File: src/hw/dcc_defines.svh
`ifndef DCC_DEFINES_SVH
`define DCC_DEFINES_SVH
// Clock period in ns and time base period in ns (1 ms).
`define DCC_CLK_NS 5
`define DCC_TICK_NS 1000000
// Register byte addresses.
`define DCC_A_CTRL 8'h00
`define DCC_A_OPER_TIME 8'h04
`define DCC_A_PULSE_TIME 8'h08
`define DCC_A_INTER_TIME 8'h0c
`define DCC_A_SBO_TIME 8'h10
`define DCC_A_STATUS 8'h14
`define DCC_A_COUNT 8'h18
`define DCC_A_IRQ_STAT 8'h1c
`define DCC_A_IRQ_MASK 8'h20
// Control register fields.
`define DCC_CTRL_FORCED 2
`define DCC_CTRL_CNT_CLR 3
`define DCC_CTRL_SRST 4
// Event bits of the interrupt status and mask registers.
`define DCC_EV_STATUS 0
`define DCC_EV_OPER 1
`define DCC_EV_POS_ERR 2
`define DCC_EV_SBO_TO 3
`define DCC_EV_REFUSED 4
// Setting limits and defaults in ms; one tick is one ms.
`define DCC_OPER_MIN 16'h000a
`define DCC_OPER_MAX 16'hea60
`define DCC_OPER_DEF 16'h2710
`define DCC_PULSE_MIN 16'h0064
`define DCC_PULSE_MAX 16'hea60
`define DCC_PULSE_DEF 16'h03e8
`define DCC_INTER_MIN 16'h0014
`define DCC_INTER_MAX 16'hea60
`define DCC_INTER_DEF 16'h2710
`define DCC_SBO_MIN 16'h03e8
`define DCC_SBO_MAX 16'h4e20
`define DCC_SBO_DEF 16'h1388
// Least command pulse on confirmed switching, and operation pulse, in ms.
`define DCC_MIN_PULSE 16'h03e8
`define DCC_OPER_PULSE 16'h0096
`endif

File: src/hw/dcc_pkg.sv
package dcc_pkg;
  typedef logic [15:0] dcc_ms_t;
  typedef enum logic [1:0] {DCC_POS_INTER, DCC_POS_OFF, DCC_POS_ON, DCC_POS_BAD} dcc_pos_e;
  typedef enum logic [1:0] {DCC_DIRECT_NORMAL, DCC_DIRECT_ENH, DCC_SBO_ENH} dcc_model_e;
  typedef enum logic [1:0] {DCC_REQ_SELECT, DCC_REQ_OPERATE, DCC_REQ_CANCEL} dcc_kind_e;
  typedef enum logic {DCC_SRC_LOCAL, DCC_SRC_REMOTE} dcc_src_e;
  typedef enum logic [2:0] {DCC_OK, DCC_BLOCKED, DCC_NO_PERMIT, DCC_INTERLOCK, DCC_SEQUENCE,
    DCC_POS_INVALID, DCC_SBO_TIMEOUT} dcc_code_e;
  typedef enum logic [1:0] {DCC_S_IDLE, DCC_S_SELECTED, DCC_S_CMD, DCC_S_SUPERVISE} dcc_state_e;
  typedef struct packed {
    logic valid;
    dcc_src_e src;
    dcc_kind_e kind;
    logic close;
    logic skip_check;
  } dcc_req_s;
  typedef struct packed {
    logic valid;
    dcc_code_e code;
  } dcc_resp_s;
endpackage : dcc_pkg

File: src/hw/dcc_top.sv
`timescale 1ns/1ps
`include "dcc_defines.svh"
module dcc_top
  import dcc_pkg::*;
#(
  parameter int TICK_CYCLES = `DCC_TICK_NS / `DCC_CLK_NS
)
(
  input wire logic clock,
  input wire logic reset_n,
  input wire logic clk_en,
  input wire logic [7:0] addr,
  input wire logic [31:0] wr_data,
  input wire logic wr_en,
  input wire logic rd_en,
  output logic [31:0] rd_data,
  input wire logic local_permit,
  input wire logic remote_permit,
  input wire logic open_enable,
  input wire logic close_enable,
  input wire logic operation_block,
  input wire logic pos_open_in,
  input wire logic pos_closed_in,
  input wire dcc_req_s req,
  output dcc_resp_s resp,
  output logic open_cmd_pulse,
  output logic close_cmd_pulse,
  output logic oper_pulse,
  output logic opened_out,
  output logic closed_out,
  output dcc_pos_e status,
  output logic status_event,
  output logic irq
);
  logic srst, next_srst, tick, dir, next_dir;
  logic [17:0] tick_cnt, next_tick_cnt;
  logic [1:0] pos_s;
  dcc_pos_e raw_pos, next_status;
  dcc_ms_t cmd_ms, sbo_ms, inter_ms, oper_ms;
  logic cmd_clr, sbo_clr, inter_clr, oper_clr;
  dcc_model_e model, next_model;
  logic forced, next_forced;
  dcc_ms_t oper_time, pulse_time, inter_time, sbo_time;
  dcc_ms_t next_oper_time, next_pulse_time, next_inter_time, next_sbo_time;
  dcc_state_e state, next_state;
  dcc_src_e src, next_src;
  dcc_resp_s next_resp;
  dcc_code_e gate;
  logic confirmed, pulse_end, enhanced;
  logic next_open, next_close, oper_set, next_oper, next_opened, next_closed, next_event;
  logic [31:0] op_count, next_count, next_rd;
  logic [4:0] irq_stat, next_stat, irq_mask, next_mask;
  logic cnt_clr, wr_ctrl, next_irq, ev_pos_err, ev_sbo, ev_ref;

  function automatic dcc_ms_t clamp_ms(input logic [31:0] v, input dcc_ms_t lo,
    input dcc_ms_t hi);
    dcc_ms_t r;
    r = (v > {16'h0000, hi}) ? hi : v[15:0];
    if (r < lo)
      r = lo;
    return r;
  endfunction : clamp_ms

  assign tick = (tick_cnt == 18'(TICK_CYCLES - 1));
  always_comb
  begin
    next_tick_cnt = (tick || srst) ? 18'h00000 : tick_cnt + 18'h00001;
    next_srst = wr_en && addr == `DCC_A_CTRL && wr_data[`DCC_CTRL_SRST];
  end

  always_ff @(posedge clock or negedge reset_n)
  begin
    if (!reset_n)
    begin
      tick_cnt <= 18'h00000;
      srst <= 1'b0;
    end
    else if (clk_en)
    begin
      tick_cnt <= next_tick_cnt;
      srst <= next_srst;
    end
  end

  // the two position pins are synchronised before use.
  dcc_sync2 #(.W(2)) u_pos (.clock(clock), .reset_n(reset_n), .clk_en(clk_en),
    .d({pos_closed_in, pos_open_in}), .q(pos_s));

  dcc_ms_count u_cmd (.clock(clock), .reset_n(reset_n), .clk_en(clk_en),
    .clear(cmd_clr), .tick(tick), .count(cmd_ms));
  dcc_ms_count u_sbo (.clock(clock), .reset_n(reset_n), .clk_en(clk_en),
    .clear(sbo_clr), .tick(tick), .count(sbo_ms));
  dcc_ms_count u_inter (.clock(clock), .reset_n(reset_n), .clk_en(clk_en),
    .clear(inter_clr), .tick(tick), .count(inter_ms));
  dcc_ms_count u_oper (.clock(clock), .reset_n(reset_n), .clk_en(clk_en),
    .clear(oper_clr), .tick(tick), .count(oper_ms));

  // Position filter, operation pulse and operation counter.
  always_comb
  begin
    raw_pos = dcc_pos_e'(pos_s);
    inter_clr = srst || raw_pos != DCC_POS_INTER;
    next_status = status;
    if (raw_pos != DCC_POS_INTER)
      next_status = raw_pos;
    else if (inter_ms >= inter_time)
      next_status = DCC_POS_INTER;
    next_event = next_status != status;
    next_opened = next_status == DCC_POS_OFF;
    next_closed = next_status == DCC_POS_ON;
    oper_set = next_event && (next_opened || next_closed);
    oper_clr = oper_set || srst;
    next_oper = oper_pulse;
    if (srst)
      next_oper = 1'b0;
    else if (oper_set)
      next_oper = 1'b1;
    else if (oper_pulse && oper_ms >= `DCC_OPER_PULSE)
      next_oper = 1'b0;
    next_count = cnt_clr ? 32'h00000000 : op_count;
    if (oper_set && !oper_pulse && !srst)
      next_count = next_count + 32'h00000001;
  end

  always_ff @(posedge clock or negedge reset_n)
  begin
    if (!reset_n)
    begin
      status <= DCC_POS_INTER;
      status_event <= 1'b0;
      opened_out <= 1'b0;
      closed_out <= 1'b0;
      oper_pulse <= 1'b0;
      op_count <= 32'h00000000;
    end
    else if (clk_en)
    begin
      status <= next_status;
      status_event <= next_event;
      opened_out <= next_opened;
      closed_out <= next_closed;
      oper_pulse <= next_oper;
      op_count <= next_count;
    end
  end

  // Command sequencing.
  always_comb
  begin
    enhanced = model != DCC_DIRECT_NORMAL;
    confirmed = status == (dir ? DCC_POS_ON : DCC_POS_OFF);
    // early end after the least pulse.
    pulse_end = cmd_ms >= pulse_time || (confirmed && cmd_ms >= `DCC_MIN_PULSE);
    if (operation_block)
      gate = DCC_BLOCKED;
    else if (req.src == DCC_SRC_REMOTE ? !remote_permit : !local_permit)
      gate = DCC_NO_PERMIT;
    else if ((forced || !req.skip_check) && !(req.close ? close_enable : open_enable))
      gate = DCC_INTERLOCK;
    else
      gate = DCC_OK;
    next_state = state;
    next_dir = dir;
    next_src = src;
    next_resp = '0;
    cmd_clr = srst;
    sbo_clr = srst;
    ev_pos_err = 1'b0;
    ev_sbo = 1'b0;
    unique case (state)
      DCC_S_IDLE:
      begin
        if (req.valid)
        begin
          next_resp.valid = 1'b1;
          next_dir = req.close;
          next_src = req.src;
          if (gate != DCC_OK)
            next_resp.code = gate;
          else if (model == DCC_SBO_ENH && req.kind == DCC_REQ_SELECT)
          begin
            next_state = DCC_S_SELECTED;
            sbo_clr = 1'b1;
          end
          else if (model != DCC_SBO_ENH && req.kind == DCC_REQ_OPERATE)
          begin
            next_state = DCC_S_CMD;
            cmd_clr = 1'b1;
          end
          else
            next_resp.code = DCC_SEQUENCE;
        end
      end
      DCC_S_SELECTED:
      begin
        if (sbo_ms >= sbo_time)
        begin
          next_state = DCC_S_IDLE;
          next_resp = '{valid: 1'b1, code: DCC_SBO_TIMEOUT};
          ev_sbo = 1'b1;
        end
        else if (req.valid)
        begin
          next_resp.valid = 1'b1;
          if (req.kind == DCC_REQ_CANCEL)
            next_state = DCC_S_IDLE;
          else if (req.kind != DCC_REQ_OPERATE || req.src != src || req.close != dir)
            next_resp.code = DCC_SEQUENCE;
          else if (gate != DCC_OK)
            next_resp.code = gate;
          else
          begin
            next_state = DCC_S_CMD;
            cmd_clr = 1'b1;
          end
        end
      end
      DCC_S_CMD:
      begin
        if (operation_block)
          next_state = DCC_S_IDLE;
        else if (pulse_end)
        begin
          if (!enhanced)
            next_state = DCC_S_IDLE;
          else if (confirmed)
          begin
            next_state = DCC_S_IDLE;
            next_resp.valid = 1'b1;
          end
          else
            next_state = DCC_S_SUPERVISE;
        end
      end
      DCC_S_SUPERVISE:
      begin
        if (confirmed)
        begin
          next_state = DCC_S_IDLE;
          next_resp.valid = 1'b1;
        end
        else if (cmd_ms >= oper_time)
        begin
          next_state = DCC_S_IDLE;
          next_resp = '{valid: 1'b1, code: DCC_POS_INVALID};
          ev_pos_err = 1'b1;
        end
      end
    endcase
    // synchronous reset clears pulses and selection.
    if (srst)
    begin
      next_state = DCC_S_IDLE;
      next_resp = '0;
    end
    ev_ref = next_resp.valid && next_resp.code != DCC_OK && !ev_pos_err && !ev_sbo;
    next_open = next_state == DCC_S_CMD && !next_dir;
    next_close = next_state == DCC_S_CMD && next_dir;
  end

  always_ff @(posedge clock or negedge reset_n)
  begin
    if (!reset_n)
    begin
      state <= DCC_S_IDLE;
      dir <= 1'b0;
      src <= DCC_SRC_LOCAL;
      resp <= '0;
      open_cmd_pulse <= 1'b0;
      close_cmd_pulse <= 1'b0;
    end
    else if (clk_en)
    begin
      state <= next_state;
      dir <= next_dir;
      src <= next_src;
      resp <= next_resp;
      open_cmd_pulse <= next_open;
      close_cmd_pulse <= next_close;
    end
  end

  // Register file and interrupt.
  always_comb
  begin
    wr_ctrl = wr_en && addr == `DCC_A_CTRL;
    cnt_clr = wr_ctrl && wr_data[`DCC_CTRL_CNT_CLR];
    next_model = model;
    next_forced = forced;
    next_oper_time = oper_time;
    next_pulse_time = pulse_time;
    next_inter_time = inter_time;
    next_sbo_time = sbo_time;
    next_mask = irq_mask;
    if (wr_en)
    begin
      case (addr)
        `DCC_A_CTRL:
        begin
          if (wr_data[1:0] != 2'h3)
            next_model = dcc_model_e'(wr_data[1:0]);
          next_forced = wr_data[`DCC_CTRL_FORCED];
        end
        `DCC_A_OPER_TIME: next_oper_time = clamp_ms(wr_data, `DCC_OPER_MIN, `DCC_OPER_MAX);
        `DCC_A_PULSE_TIME: next_pulse_time = clamp_ms(wr_data, `DCC_PULSE_MIN, `DCC_PULSE_MAX);
        `DCC_A_INTER_TIME: next_inter_time = clamp_ms(wr_data, `DCC_INTER_MIN, `DCC_INTER_MAX);
        `DCC_A_SBO_TIME: next_sbo_time = clamp_ms(wr_data, `DCC_SBO_MIN, `DCC_SBO_MAX);
        `DCC_A_IRQ_MASK: next_mask = wr_data[4:0];
        default: next_mask = irq_mask;
      endcase
    end
    // A read of the interrupt status register clears it, but a new event wins.
    next_stat = (rd_en && addr == `DCC_A_IRQ_STAT) ? 5'h00 : irq_stat;
    next_stat[`DCC_EV_STATUS] = next_stat[`DCC_EV_STATUS] | next_event;
    next_stat[`DCC_EV_OPER] = next_stat[`DCC_EV_OPER] | (oper_set && !oper_pulse);
    next_stat[`DCC_EV_POS_ERR] = next_stat[`DCC_EV_POS_ERR] | ev_pos_err;
    next_stat[`DCC_EV_SBO_TO] = next_stat[`DCC_EV_SBO_TO] | ev_sbo;
    next_stat[`DCC_EV_REFUSED] = next_stat[`DCC_EV_REFUSED] | ev_ref;
    next_irq = |(next_stat & next_mask);
    next_rd = 32'h00000000;
    if (rd_en)
    begin
      case (addr)
        `DCC_A_CTRL:
        begin
          next_rd[1:0] = model;
          next_rd[`DCC_CTRL_FORCED] = forced;
        end
        `DCC_A_OPER_TIME: next_rd = {16'h0000, oper_time};
        `DCC_A_PULSE_TIME: next_rd = {16'h0000, pulse_time};
        `DCC_A_INTER_TIME: next_rd = {16'h0000, inter_time};
        `DCC_A_SBO_TIME: next_rd = {16'h0000, sbo_time};
        `DCC_A_STATUS: next_rd = {20'h00000, state, raw_pos, 1'b0, closed_out, opened_out,
          oper_pulse, close_cmd_pulse, open_cmd_pulse, status};
        `DCC_A_COUNT: next_rd = op_count;
        `DCC_A_IRQ_STAT: next_rd = {27'h0000000, irq_stat};
        `DCC_A_IRQ_MASK: next_rd = {27'h0000000, irq_mask};
        default: next_rd = 32'h00000000;
      endcase
    end
  end

  always_ff @(posedge clock or negedge reset_n)
  begin
    if (!reset_n)
    begin
      model <= DCC_DIRECT_NORMAL;
      forced <= 1'b1;
      oper_time <= `DCC_OPER_DEF;
      pulse_time <= `DCC_PULSE_DEF;
      inter_time <= `DCC_INTER_DEF;
      sbo_time <= `DCC_SBO_DEF;
      irq_mask <= 5'h00;
      irq_stat <= 5'h00;
      irq <= 1'b0;
      rd_data <= 32'h00000000;
    end
    else if (clk_en)
    begin
      model <= next_model;
      forced <= next_forced;
      oper_time <= next_oper_time;
      pulse_time <= next_pulse_time;
      inter_time <= next_inter_time;
      sbo_time <= next_sbo_time;
      irq_mask <= next_mask;
      irq_stat <= next_stat;
      irq <= next_irq;
      rd_data <= next_rd;
    end
  end
endmodule : dcc_top

File: src/hw/dcc_sync2.sv
`timescale 1ns/1ps
module dcc_sync2 #(
  parameter int W = 2
)
(
  input wire logic clock,
  input wire logic reset_n,
  input wire logic clk_en,
  input wire logic [W-1:0] d,
  output logic [W-1:0] q
);
  logic [W-1:0] meta;

  always_ff @(posedge clock or negedge reset_n)
  begin
    if (!reset_n)
    begin
      meta <= '0;
      q <= '0;
    end
    else if (clk_en)
    begin
      meta <= d;
      q <= meta;
    end
  end
endmodule : dcc_sync2

File: src/hw/dcc_ms_count.sv
`timescale 1ns/1ps
module dcc_ms_count
  import dcc_pkg::*;
(
  input wire logic clock,
  input wire logic reset_n,
  input wire logic clk_en,
  input wire logic clear,
  input wire logic tick,
  output dcc_ms_t count
);
  dcc_ms_t next_count;

  // Counts elapsed ms since the last clear and saturates at full scale.
  always_comb
  begin
    next_count = count;
    if (clear)
      next_count = 16'h0000;
    else if (tick && count != 16'hffff)
      next_count = count + 16'h0001;
  end

  always_ff @(posedge clock or negedge reset_n)
  begin
    if (!reset_n)
      count <= 16'h0000;
    else if (clk_en)
      count <= next_count;
  end
endmodule : dcc_ms_count

File: config.mk
export PLATFORM = sky130hd
export DESIGN_NAME = dcc_top
export DESIGN_NICKNAME = d
export VERILOG_FILES = /design/src/hw/dcc_pkg.sv /design/src/hw/dcc_top.sv /design/src/hw/dcc_sync2.sv /design/src/hw/dcc_ms_count.sv
export VERILOG_INCLUDE_DIRS = /design/src /design/src/hw
export SDC_FILE = /design/constraint.sdc
export NUM_CORES = 1
export LEC_CHECK = 0
export BUFFER_PORTS_ARGS = -buffer_cell sky130_fd_sc_hd__clkbuf_2
export CAP_MARGIN = 30
export CORE_UTILIZATION = 55
export DETAILED_ROUTE_END_ITERATION = 10
export MAX_ROUTING_LAYER = met4
export PLACE_DENSITY = 0.83
export SLEW_MARGIN = 20
export SYNTH_ARGS = -nofsm -noshare
export SYNTH_HDL_FRONTEND = slang
export SYNTH_SLANG_ARGS = --single-unit
File: constraint.sdc
create_clock -name clock -period 4 [get_ports clock]
set_input_delay 0.6 -clock clock [delete_from_list [all_inputs] [get_ports clock]]
set_output_delay 0.6 -clock clock [all_outputs]
set_load 0.01 [all_outputs]
* Word level (Yosys, flattened, before mapping)
Cells that the tools add are included.
Storage, ports and cells: flip-flop bits (word level) 245, input bits 58, logic and storage cells 238
Operators by class: add/sub/neg operators 6, $lt $le $gt $ge 12, equality and inequality tests 29, multiplexer cells 91, bitwise gates (word level) 6, reductions and logical operators 63
Operator list (number):
- 29-bit case mux with 8 select lines | 1
- 16-bit two-way mux | 14
- 32-bit two-way mux | 3
- 16-bit by 1-bit adder with 16-bit output (second input constant) | 4
- 16-bit >= comparator | 4
- 16-bit != test (second input constant) | 4
- 2-bit two-way mux | 22
- 32-bit by 1-bit adder with 32-bit output (second input constant) | 1
- 8-bit by 5-bit equality test with 1-bit output (second input constant) | 4
- 32-bit by 15-bit > comparator with 1-bit output (second input constant) | 1
- 32-bit by 16-bit > comparator with 1-bit output (second input constant) | 1
- 1-bit two-way mux | 30
- 3-bit case mux with 9 select lines | 1
- 1-bit logical AND | 21
- 3-bit two-way mux | 7
- 4-bit two-way mux | 5
- 18-bit by 1-bit adder with 18-bit output (second input constant) | 1
- 18-bit equality test (second input constant) | 1
- 18-bit two-way mux | 1
- 3-bit AND reduction | 6
- 8-bit by 4-bit equality test with 1-bit output (second input constant) | 2
- 16-bit by 10-bit >= comparator with 1-bit output (second input constant) | 1
- 16-bit by 8-bit >= comparator with 1-bit output (second input constant) | 1
- 16-bit by 10-bit < comparator with 1-bit output (second input constant) | 1
- other kinds (28) | 70

* Longest topological paths before layout
Gate-level depths: netlist (run 1).
depth in word-level cells 21, mapped depth 17

* Hierarchy
Synthesis (run 1) repeated with hierarchy kept, for this count alone.
Second synthesis, totals: cells, all modules 1672, area, all modules 14792.9 um2
Modules (own cells, without submodules):
- dcc_top | times used 1, cells each 1188, area an instance 10478.8 um2, sequential area each 4456.8 um2
- dcc_ms_count | times used 4, cells each 119, area an instance 1042.2 um2, sequential area each 400.4 um2
- dcc_sync2 | times used 1, cells each 8, area an instance 145.1 um2, sequential area each 100.1 um2

* Least setup slack after synthesis (run 1)
OpenSTA, ideal clock, no wires.
kind register to register, start register inter_time[9], end register op_count[22], setup time 0.080 ns, arrival 3.633 ns, slack 0.287 ns, stages on the path, launching flop included 16, cell sequence dfstp_2 -> inv_1 -> ha_1 -> and4_1 -> a221oi_1 -> nand2_1 -> a211oi_1 -> a31oi_1 -> ha_1 -> nor2_1 -> o211ai_1 -> a31o_2 -> nor3_1 -> nand2_1 -> nor2_1 -> xnor2_1
Between the ends: cells in the longest elaborated chain, start to end 9, elaborated cells between the ends (all ways) 11, classes of those cells 1 x order compare; 3 x eq/ne; 3 x mux; 4 x reduce/logical
Ends and longest elaborated chain:
- from (decl) | RTL line dcc_top.sv:43 | dcc_ms_t oper_time, pulse_time, inter_time, sbo_time;
- from (signal assigned) | RTL line dcc_top.sv:351 | inter_time <= `DCC_INTER_DEF;
- from (signal assigned) | RTL line dcc_top.sv:364 | inter_time <= next_inter_time;
- 16-bit >= comparator * | RTL line dcc_top.sv:106 | else if (inter_ms >= inter_time)
- 2-bit two-way mux * | RTL line dcc_top.sv:106
- 2-bit two-way mux * | RTL line dcc_top.sv:104 | if (raw_pos != DCC_POS_INTER)
- 2-bit by 1-bit equality test with 1-bit output / 2-bit equality test (equally long branches) | RTL line dcc_top.sv:109, dcc_top.sv:110
- 1-bit logical OR | RTL line dcc_top.sv:111 | oper_set = next_event && (next_opened || next_closed);
- 1-bit logical AND * | RTL line dcc_top.sv:111
- 1-bit logical AND * (2 in series) | RTL line dcc_top.sv:121 | if (oper_set && !oper_pulse && !srst)
- 32-bit two-way mux * | RTL line dcc_top.sv:121
- to (signal assigned) | RTL line dcc_top.sv:143 | op_count <= next_count;
- to (decl) | RTL line dcc_top.sv:51 | logic [31:0] op_count, next_count, next_rd;
Mark *: on every way between the ends. The rest lies on a longest branch, timed or not. A chain may end at the register's enable or synchronous reset.

* Worst setup path in the final report (run 1)
start register inter_time[9], end register op_count[5]
Same word-level chain as after synthesis.

==> summary.json, run 1 <==
{
  "grt_start_max_net_pins": {"value": 94},
  "post_synthesis_cell_area": {"value": 13900, "unit": "um2"},
  "timing_hold_violations_final": {"value": 0},
  "drc": {"value": 0},
  "fp-row-count": {"value": 57},
  "power-per-cell-area": {"value": 381, "unit": "nW/um2"},
  "yosysMostFrequentCell": {"value": "sky130_fd_sc_hd__dfrtp_1"},
  "finalCriticalPeriod": {"value": 3.73, "unit": "ns"},
  "port-buffer-count": {"value": 102},
  "detailed_place.area": {"value": 14800, "unit": "um2"},
  "final-instance-count-excl-fill": {"value": 1956},
  "groute.usage.overall": {"value": 31.1, "unit": "%"},
  "share_of_flip_flops_with_an_asynchronous_set_or_reset_after_synthesis": {"value": 100, "unit": "%"},
  "vias_per_inst": {"value": 6.25},
  "clock.fmax": {"value": 268, "unit": "MHz"},
  "ctsHtreeMaxLevel": {"value": 1},
  "run_status": {"value": "finished clean"},
  "grt_setup_unrepaired": {"value": "false"},
  "worstSetupEndpointType": {"value": "flip-flop"},
  "die-height": {"value": 161, "unit": "um"},
  "fp.dieW": {"value": 161, "unit": "um"},
  "ys_warn_count": {"value": 0},
  "global_route.overflow_total": {"value": 0},
  "via_count": {"value": 12200},
  "slew-limit-headroom": {"value": 36.0, "unit": "%"},
  "netlist_instances": {"value": 1514},
  "synth_top_area_share": {"value": 40.1, "unit": "%"},
  "nFillCells": {"value": 1965},
  "totalNegativeSetupSlack": {"value": 0, "unit": "ns"},
  "first_global_vias": {"value": 11700},
  "drt_first_iter_violations": {"value": 1448},
  "worst_hold_slack_across_all_endpoints": {"value": 0.0700, "unit": "ns"},
  "critPathMaxFanout": {"value": 4},
  "hpwl": {"value": 28.3, "unit": "mm"},
  "postCtsHoldBufs": {"value": 0},
  "setup_violations": {"value": 0},
  "finalClockSkew": {"value": 0.0149, "unit": "ns"},
  "number_of_flops_mapped_to_enable_cells_by_yosys": {"value": 0},
  "cts.path.max_buffers": {"value": 3},
  "drt-pass1-iter-count": {"value": 7},
  "peakVddDrop": {"value": 0.300, "unit": "mV"},
  "synth_top_cell_by_area": {"value": "sky130_fd_sc_hd__dfrtp_1"},
  "worstSkewPairLatency": {"value": 0.54, "unit": "ns"},
  "worstPathArrival": {"value": 4.16, "unit": "ns"},
  "fin_area": {"value": 15700, "unit": "um2"},
  "grt_first_pass_wirelength": {"value": 62.4, "unit": "mm"},
  "crit_required": {"value": 4.42, "unit": "ns"},
  "synth.top_cells.by_count": {"value": "223 x sky130_fd_sc_hd__dfrtp_1, 184 x sky130_fd_sc_hd__nand2_1, 134 x sky130_fd_sc_hd__nor2_1"},
  "postSynth.topFlopCell": {"value": "sky130_fd_sc_hd__dfrtp_1"},
  "ys_top_cells_by_area": {"value": "sky130_fd_sc_hd__dfrtp_1 40%, sky130_fd_sc_hd__ha_1 6.7%, sky130_fd_sc_hd__nand2_1 5.0%"},
  "placed_cells_incl_taps": {"value": 1908},
  "cts_inserted_buffers": {"value": 27},
  "antennaDiodeCount": {"value": 0},
  "tritoncts": {"value": "yes"},
  "synthesis.nets": {"value": 1646},
  "worst_setup_hold_path_clk_slew": {"value": 0.06, "unit": "ns"},
  "netlist-cell-type-count": {"value": 75},
  "number_of_antenna_violations_at_the_first_check_in_global_routing": {"value": 0},
  "floorplan.initialDensity": {"value": 56.7, "unit": "%"},
  "finalCoreUtilization": {"value": 64.1, "unit": "%"},
  "placeableCoreArea": {"value": 24500, "unit": "um2"},
  "ctsRootBufferMaster": {"value": "sky130_fd_sc_hd__clkbuf_16"},
  "synth_sequential_area_ratio": {"value": 44.3, "unit": "%"},
  "least_margin_pin_slew": {"value": 0.950, "unit": "ns"},
  "drt.antenna.violating_nets": {"value": 0},
  "die_area": {"value": 25900, "unit": "um2"},
  "drv_slew": {"value": 0},
  "finalCritPeriodShare": {"value": 93.4, "unit": "%"},
  "area_growth_syn_to_layout": {"value": 12.9, "unit": "%"},
  "fraction_of_layout_instances_using_a_drive_strength_above_1": {"value": 14.6, "unit": "%"},
  "syn_area_per_cell": {"value": 9.19, "unit": "um2"},
  "wl_per_cell": {"value": 19.9, "unit": "um"},
  "io-pin-count": {"value": 103},
  "timing.hold.worst.class": {"value": "in -> async"},
  "clock-sinks": {"value": 245},
  "power.static_leakage": {"value": 7.10, "unit": "nW"},
  "route.final.wire_length": {"value": 38.8, "unit": "mm"},
  "criticalPathCategory": {"value": "reg -> reg"},
  "worstSetupStartpointType": {"value": "flip-flop"},
  "num-nets-final": {"value": 1745},
  "ys_seq_elements": {"value": 245},
  "maxcap_violations": {"value": 0},
  "place.gp.congestion": {"value": 0.978}
}
## what timing repair did
item / 4_1_cts / 5_1_grt
buffers inserted: 0 / 0
gates resized for setup: 0 / 5
setup endpoints to repair: 0 / 26
## metrics by stage
stage	worst slack, ns	power (mW)
floorplan	0.287	3.25
global placement	0.310	3.55
detailed placement	0.147	3.58
CTS	0.130	6.00
global route	0.0347	6.20
finish	0.265	6.00
## routing by layer
metal / track usage (%) / routed length (um) / vias to the layer above
met5: - / 0 / -
met4: 11.3 / 1380 / 0
met3: 6.39 / 3930 / 104
met2: 45.7 / 17200 / 643
met1: 42.6 / 16300 / 5876
li1: - / - / 5607
## registers in the layout, indices dropped and copies added, names as in the netlist, 16 cells and up
register,flops
inter_time,16
op_count,32
oper_time,16
pulse_time,16
rd_data,32
sbo_time,16
tick_cnt,18
u_cmd.count,16
u_inter.count,16
u_oper.count,16
u_sbo.count,16
## logic make-up after synthesis
logic type	share of synthesized area [%]
compound gates	16.8
xor+xnor	5.60
fa+ha+maj	6.65
buf+inv	4.37
flops	44.3
mux	2.18
simple gates	20.1
## worst max-delay path, cell delays in order, from the launching register on
cell	delay, ns
sky130_fd_sc_hd__dfstp_2	0.54
sky130_fd_sc_hd__inv_1	0.04
sky130_fd_sc_hd__ha_1	0.28
sky130_fd_sc_hd__and4_1	0.23
sky130_fd_sc_hd__a221oi_2	0.32
sky130_fd_sc_hd__nand2_1	0.11
sky130_fd_sc_hd__a211oi_2	0.26
sky130_fd_sc_hd__a31oi_1	0.16
sky130_fd_sc_hd__ha_1	0.36
sky130_fd_sc_hd__nor2_1	0.12
sky130_fd_sc_hd__o211ai_1	0.12
sky130_fd_sc_hd__a31o_2	0.30
sky130_fd_sc_hd__nor2_1	0.16
sky130_fd_sc_hd__and4_1	0.30
sky130_fd_sc_hd__nand4_1	0.15
sky130_fd_sc_hd__xor2_1	0.18
## path summary, 6_finish.rpt
kind | start | to | slack (ns) | cells past startpoint
worst max-delay path | inter_time[9] | op_count[5] | 0.27 | 15
worst max register to register | inter_time[9] | op_count[5] | 0.27 | 15
worst min register to register | rd_data[14] | rd_data[14] | 0.49 | 1
worst min-delay path | reset_n | u_oper.count[11] | 0.07 | 1
max in group asynchronous | reset_n | sbo_time[3] | 2.86 | 2
min in group clock | pos_open_in | u_pos.meta[0] | 0.32 | 2
## cells in the final DEF, fill, tap and decap left out, types with 5 or more instances in the layout
master and instances:
sky130_fd_sc_hd__a211oi_1 9, sky130_fd_sc_hd__a21o_1 11, sky130_fd_sc_hd__a21oi_1 52, sky130_fd_sc_hd__a221oi_1 8
sky130_fd_sc_hd__a222oi_1 12, sky130_fd_sc_hd__a22o_1 28, sky130_fd_sc_hd__a22oi_1 22, sky130_fd_sc_hd__a31oi_1 16
sky130_fd_sc_hd__and2_1 13, sky130_fd_sc_hd__and3_1 35, sky130_fd_sc_hd__and4_1 6, sky130_fd_sc_hd__buf_4 30
sky130_fd_sc_hd__clkbuf_1 10, sky130_fd_sc_hd__clkbuf_16 27, sky130_fd_sc_hd__clkbuf_2 101, sky130_fd_sc_hd__dfrtp_1 222
sky130_fd_sc_hd__dfstp_2 22, sky130_fd_sc_hd__ha_1 74, sky130_fd_sc_hd__inv_1 97, sky130_fd_sc_hd__mux2_2 19
sky130_fd_sc_hd__mux2i_1 9, sky130_fd_sc_hd__nand2_1 184, sky130_fd_sc_hd__nand2b_1 13, sky130_fd_sc_hd__nand3_1 47
sky130_fd_sc_hd__nand4_1 36, sky130_fd_sc_hd__nor2_1 133, sky130_fd_sc_hd__nor2b_1 10, sky130_fd_sc_hd__nor3_1 26
sky130_fd_sc_hd__nor3b_1 8, sky130_fd_sc_hd__nor4_1 7, sky130_fd_sc_hd__nor4b_1 5, sky130_fd_sc_hd__o211ai_1 6
sky130_fd_sc_hd__o21ai_0 114, sky130_fd_sc_hd__o2bb2ai_1 17, sky130_fd_sc_hd__o31ai_1 12, sky130_fd_sc_hd__or3_1 16
sky130_fd_sc_hd__xnor2_1 43, sky130_fd_sc_hd__xor2_1 46
## where the power goes
group / internal, mW / switching, mW
Sequential: 2.61 / 0.185
Clock: 1.43 / 1.01
Combinational: 0.301 / 0.464
Total: 4.33 / 1.66
## cell type report
cell class,instances,area [um2],share of cell area [%]
inverters,98,368,2.34
well taps,324,405,2.58
clock buffers,40,754,4.80
multi-input cells,1108,7170,45.6
flip-flops and latches,245,6160,39.2
repair buffers,133,766,4.87
clock inverters,8,95.1,0.605
Power figures use the tool's default switching activity.
==> run 2: changes to the inputs <==
--- a/config.mk
+++ b/config.mk
@@ -8,10 +8,10 @@
 export LEC_CHECK = 0
 export BUFFER_PORTS_ARGS = -buffer_cell sky130_fd_sc_hd__clkbuf_2
 export CAP_MARGIN = 30
-export CORE_UTILIZATION = 55
+export CORE_UTILIZATION = 61
 export DETAILED_ROUTE_END_ITERATION = 10
 export MAX_ROUTING_LAYER = met4
-export PLACE_DENSITY = 0.83
+export PLACE_DENSITY = 0.87
 export SLEW_MARGIN = 20
 export SYNTH_ARGS = -nofsm -noshare
 export SYNTH_HDL_FRONTEND = slang
==> constraint.sdc (replaced) <==
create_clock -name clock -period 3.5 [get_ports clock]
set_input_delay 0.525 -clock clock [delete_from_list [all_inputs] [get_ports clock]]
set_output_delay 0.525 -clock clock [all_outputs]
set_load 0.01 [all_outputs]
==> summary.json, run 2 (same netlist as run 1, synthesis figures left out) <==
{
  "worstSetupStartpointType": {"value": "flip-flop"},
  "setup_slack": {"value": -0.0823, "unit": "ns", "change": "-0.347 ns"},
  "crit_required": {"value": 3.93, "unit": "ns", "change": "-0.49 ns"},
  "least_margin_pin_slew": {"value": 0.868, "unit": "ns", "change": "-0.0819 ns"},
  "place.gp.congestion": {"value": 1.02, "change": "+4.4%"},
  "hpwl": {"value": 29.8, "unit": "mm", "change": "+5.2%"},
  "finalCriticalPeriod": {"value": 3.58, "unit": "ns", "change": "-0.153 ns"},
  "ctsHtreeMaxLevel": {"value": 1, "change": "unchanged"},
  "drt_first_iter_violations": {"value": 1711, "change": "+18%"},
  "number_of_antenna_violations_at_the_first_check_in_global_routing": {"value": 1, "change": "+1"},
  "rrSetupSlack": {"value": -0.08, "unit": "ns", "change": "-0.35 ns"},
  "drc": {"value": 0, "change": "unchanged"},
  "most_frequent_standard_cell_in_the_layout_excluding_fill_and_tap_cells": {"value": "sky130_fd_sc_hd__dfrtp_1"},
  "setup_violations": {"value": 1, "change": "+1"},
  "power-per-cell-area": {"value": 426, "unit": "nW/um2", "change": "+12%"},
  "worstSkewPairLatency": {"value": 0.55, "unit": "ns", "change": "about the same"},
  "top_regs": {"value": "op_count (32), rd_data (32), tick_cnt (18)"},
  "critPathMaxFanout": {"value": 4, "change": "unchanged"},
  "finalCritPeriodShare": {"value": 102, "unit": "%", "change": "+9.0 points"},
  "detailed_place.area": {"value": 15000, "unit": "um2", "change": "+1.1%"},
  "power.static_leakage": {"value": 7.45, "unit": "nW", "change": "+5.0%"},
  "maxcap_violations": {"value": 0, "change": "unchanged"},
  "worst_case_reg_to_reg_path_depth": {"value": 15, "change": "unchanged"},
  "worst_setup_hold_path_clk_slew": {"value": 0.06, "unit": "ns", "change": "about the same"},
  "criticalPathCategory": {"value": "reg -> reg"},
  "cts.path.max_buffers": {"value": 3, "change": "unchanged"},
  "drt.antenna.violating_nets": {"value": 0, "change": "unchanged"},
  "r2r-end": {"value": "op_count[5]"},
  "io-pin-count": {"value": 103, "change": "unchanged"},
  "via_count": {"value": 12800, "change": "+4.7%"},
  "die-height": {"value": 153, "unit": "um", "change": "-5.0%"},
  "grt_start_max_net_pins": {"value": 104, "change": "+11%"},
  "slew-limit-headroom": {"value": 41.7, "unit": "%", "change": "+5.7 points"},
  "clock-sinks": {"value": 245, "change": "unchanged"},
  "worstPathArrival": {"value": 4.02, "unit": "ns", "change": "-0.14 ns"},
  "worst_hold_slack_across_all_endpoints": {"value": 0.000416, "unit": "ns", "change": "-0.0696 ns"},
  "fraction_of_layout_instances_using_a_drive_strength_above_1": {"value": 18.9, "unit": "%", "change": "+4.3 points"},
  "run_status": {"value": "complete, but fails checks"},
  "tritoncts": {"value": "yes"},
  "final_cell_mix": {"value": "223 x sky130_fd_sc_hd__dfrtp_1, 173 x sky130_fd_sc_hd__nand2_1, 127 x sky130_fd_sc_hd__nor2_1"},
  "drv_slew": {"value": 0, "change": "unchanged"},
  "first_global_vias": {"value": 12300, "change": "+5.0%"},
  "report.power.total": {"value": 6.92, "unit": "mW", "change": "+15%"},
  "finalClockSkew": {"value": 0.0224, "unit": "ns", "change": "+0.00743 ns"},
  "fp-row-count": {"value": 54, "change": "-5.3%"},
  "cts_inserted_buffers": {"value": 26, "change": "-3.7%"},
  "setup_slack_at_placement": {"value": -0.145, "unit": "ns", "change": "-0.292 ns"},
  "fin_area": {"value": 16200, "unit": "um2", "change": "+3.4%"},
  "timing.hold.worst.class": {"value": "in -> async"},
  "worstSetupEndpoint": {"value": "op_count[5]"},
  "finalCoreUtilization": {"value": 73.5, "unit": "%", "change": "+9.5 points"},
  "timing_hold_violations_final": {"value": 0, "change": "unchanged"},
  "port-buffer-count": {"value": 102, "change": "unchanged"},
  "failed_checks": {"value": "negative setup slack"},
  "vias_per_inst": {"value": 6.58, "change": "+5.2%"},
  "worst_r2r_start": {"value": "inter_time[10]"},
  "area_growth_syn_to_layout": {"value": 16.8, "unit": "%"},
  "die_area": {"value": 23400, "unit": "um2", "change": "-9.7%"},
  "groute.usage.overall": {"value": 36.3, "unit": "%", "change": "+5.2 points"},
  "grt_first_pass_wirelength": {"value": 65.0, "unit": "mm", "change": "+4.2%"},
  "wl_per_cell": {"value": 21.5, "unit": "um", "change": "+8.5%"},
  "floorplan.initialDensity": {"value": 63.0, "unit": "%", "change": "+6.3 points"},
  "peakVddDrop": {"value": 0.358, "unit": "mV", "change": "+19%"},
  "route.final.wire_length": {"value": 41.9, "unit": "mm", "change": "+8.0%"},
  "global_route.overflow_total": {"value": 0, "change": "unchanged"},
  "nFillCells": {"value": 1530, "change": "-22%"},
  "grt_setup_unrepaired": {"value": "true"},
  "worstSetupStartpoint": {"value": "inter_time[10]"},
  "ctsRootBufferMaster": {"value": "sky130_fd_sc_hd__clkbuf_16"},
  "worstSetupEndpointType": {"value": "flip-flop"},
  "placeableCoreArea": {"value": 22100, "unit": "um2", "change": "-9.9%"},
  "clock.fmax": {"value": 279, "unit": "MHz", "change": "+4.3%"},
  "num-nets-final": {"value": 1776, "change": "+1.8%"},
  "drt-pass1-iter-count": {"value": 9, "change": "+2"},
  "fp.dieW": {"value": 153, "unit": "um", "change": "-5.0%"}
}
## run 2: repair_timing
item,CTS,global route
setup buffers,1,7
endpoints found under the setup margin,21,33
hold buffers,0,0
gates resized for setup,5,63
pin swaps,8,32
hold endpoints to repair,0,0
gates cloned,0,0
## run 2: worst min path at each step
stage                     cells past startpoint  slack [ns]         from           endpoint
after floorplan                               0        0.23      reset_n    close_cmd_pulse
after global placement                        1        0.47   rd_data[2]         rd_data[2]
after detailed placement                      1        0.48  rd_data[11]        rd_data[11]
after CTS                                     1        0.06      reset_n    u_oper.count[1]
after global routing                          1        0.09      reset_n    u_oper.count[8]
final                                         1      0.0004      reset_n  u_inter.count[14]
## run 2: final cells by class
| cell class | count | area [um2] | area share [%] |
|---|---|---|---|
| Antenna cell | 2 | 5.00 | 0.0308 |
| Clock buffer | 40 | 753 | 4.64 |
| Clock inverter | 8 | 101 | 0.624 |
| Inverter | 98 | 368 | 2.26 |
| Multi-Input combinational cell | 1108 | 7470 | 46.0 |
| Sequential cell | 245 | 6160 | 37.9 |
| Tap cell | 280 | 350 | 2.16 |
| Timing Repair Buffer | 165 | 1040 | 6.43 |
## run 2: worst max-delay path, cell delays in order, from the launching register on
cell	delay, ns
sky130_fd_sc_hd__dfstp_2	0.54
sky130_fd_sc_hd__inv_2	0.04
sky130_fd_sc_hd__ha_4	0.22
sky130_fd_sc_hd__and4_4	0.20
sky130_fd_sc_hd__a221oi_4	0.31
sky130_fd_sc_hd__nand2_1	0.11
sky130_fd_sc_hd__a211oi_2	0.26
sky130_fd_sc_hd__a31oi_1	0.15
sky130_fd_sc_hd__ha_1	0.31
sky130_fd_sc_hd__nor2_1	0.09
sky130_fd_sc_hd__o211ai_1	0.11
sky130_fd_sc_hd__a31o_2	0.32
sky130_fd_sc_hd__nor2_4	0.16
sky130_fd_sc_hd__and4_4	0.28
sky130_fd_sc_hd__nand4_1	0.19
sky130_fd_sc_hd__xor2_1	0.19
## run 2: per-layer routing
metal | share of wire (%) | wire (um) | global-route usage (%) | up-vias
met5 | 0 | 0 | - | -
met4 | 5.1 | 2150 | 16.3 | 0
met3 | 11 | 4530 | 8.76 | 196
met2 | 46 | 19300 | 55.8 | 790
met1 | 38 | 15900 | 45.6 | 6142
li1 | - | - | - | 5672
## run 2: power by group
| part | internal (mW) | leakage, nW | switching, mW |
|---|---|---|---|
| logic | 0.370 | 3.84 | 0.563 |
| registers | 2.98 | 3.19 | 0.219 |
| clock network | 1.63 | 0.422 | 1.16 |
| total | 4.98 | 7.45 | 1.94 |
## run 2: per-stage QoR
stage | TNS (ns) | cells
after floorplan | 0 | 1514
after global placement | -0.362 | 1888
after detailed placement | -1.49 | 1888
after CTS | 0 | 1937
after global routing | -3.58 | 1946
final | -0.0823 | 1946
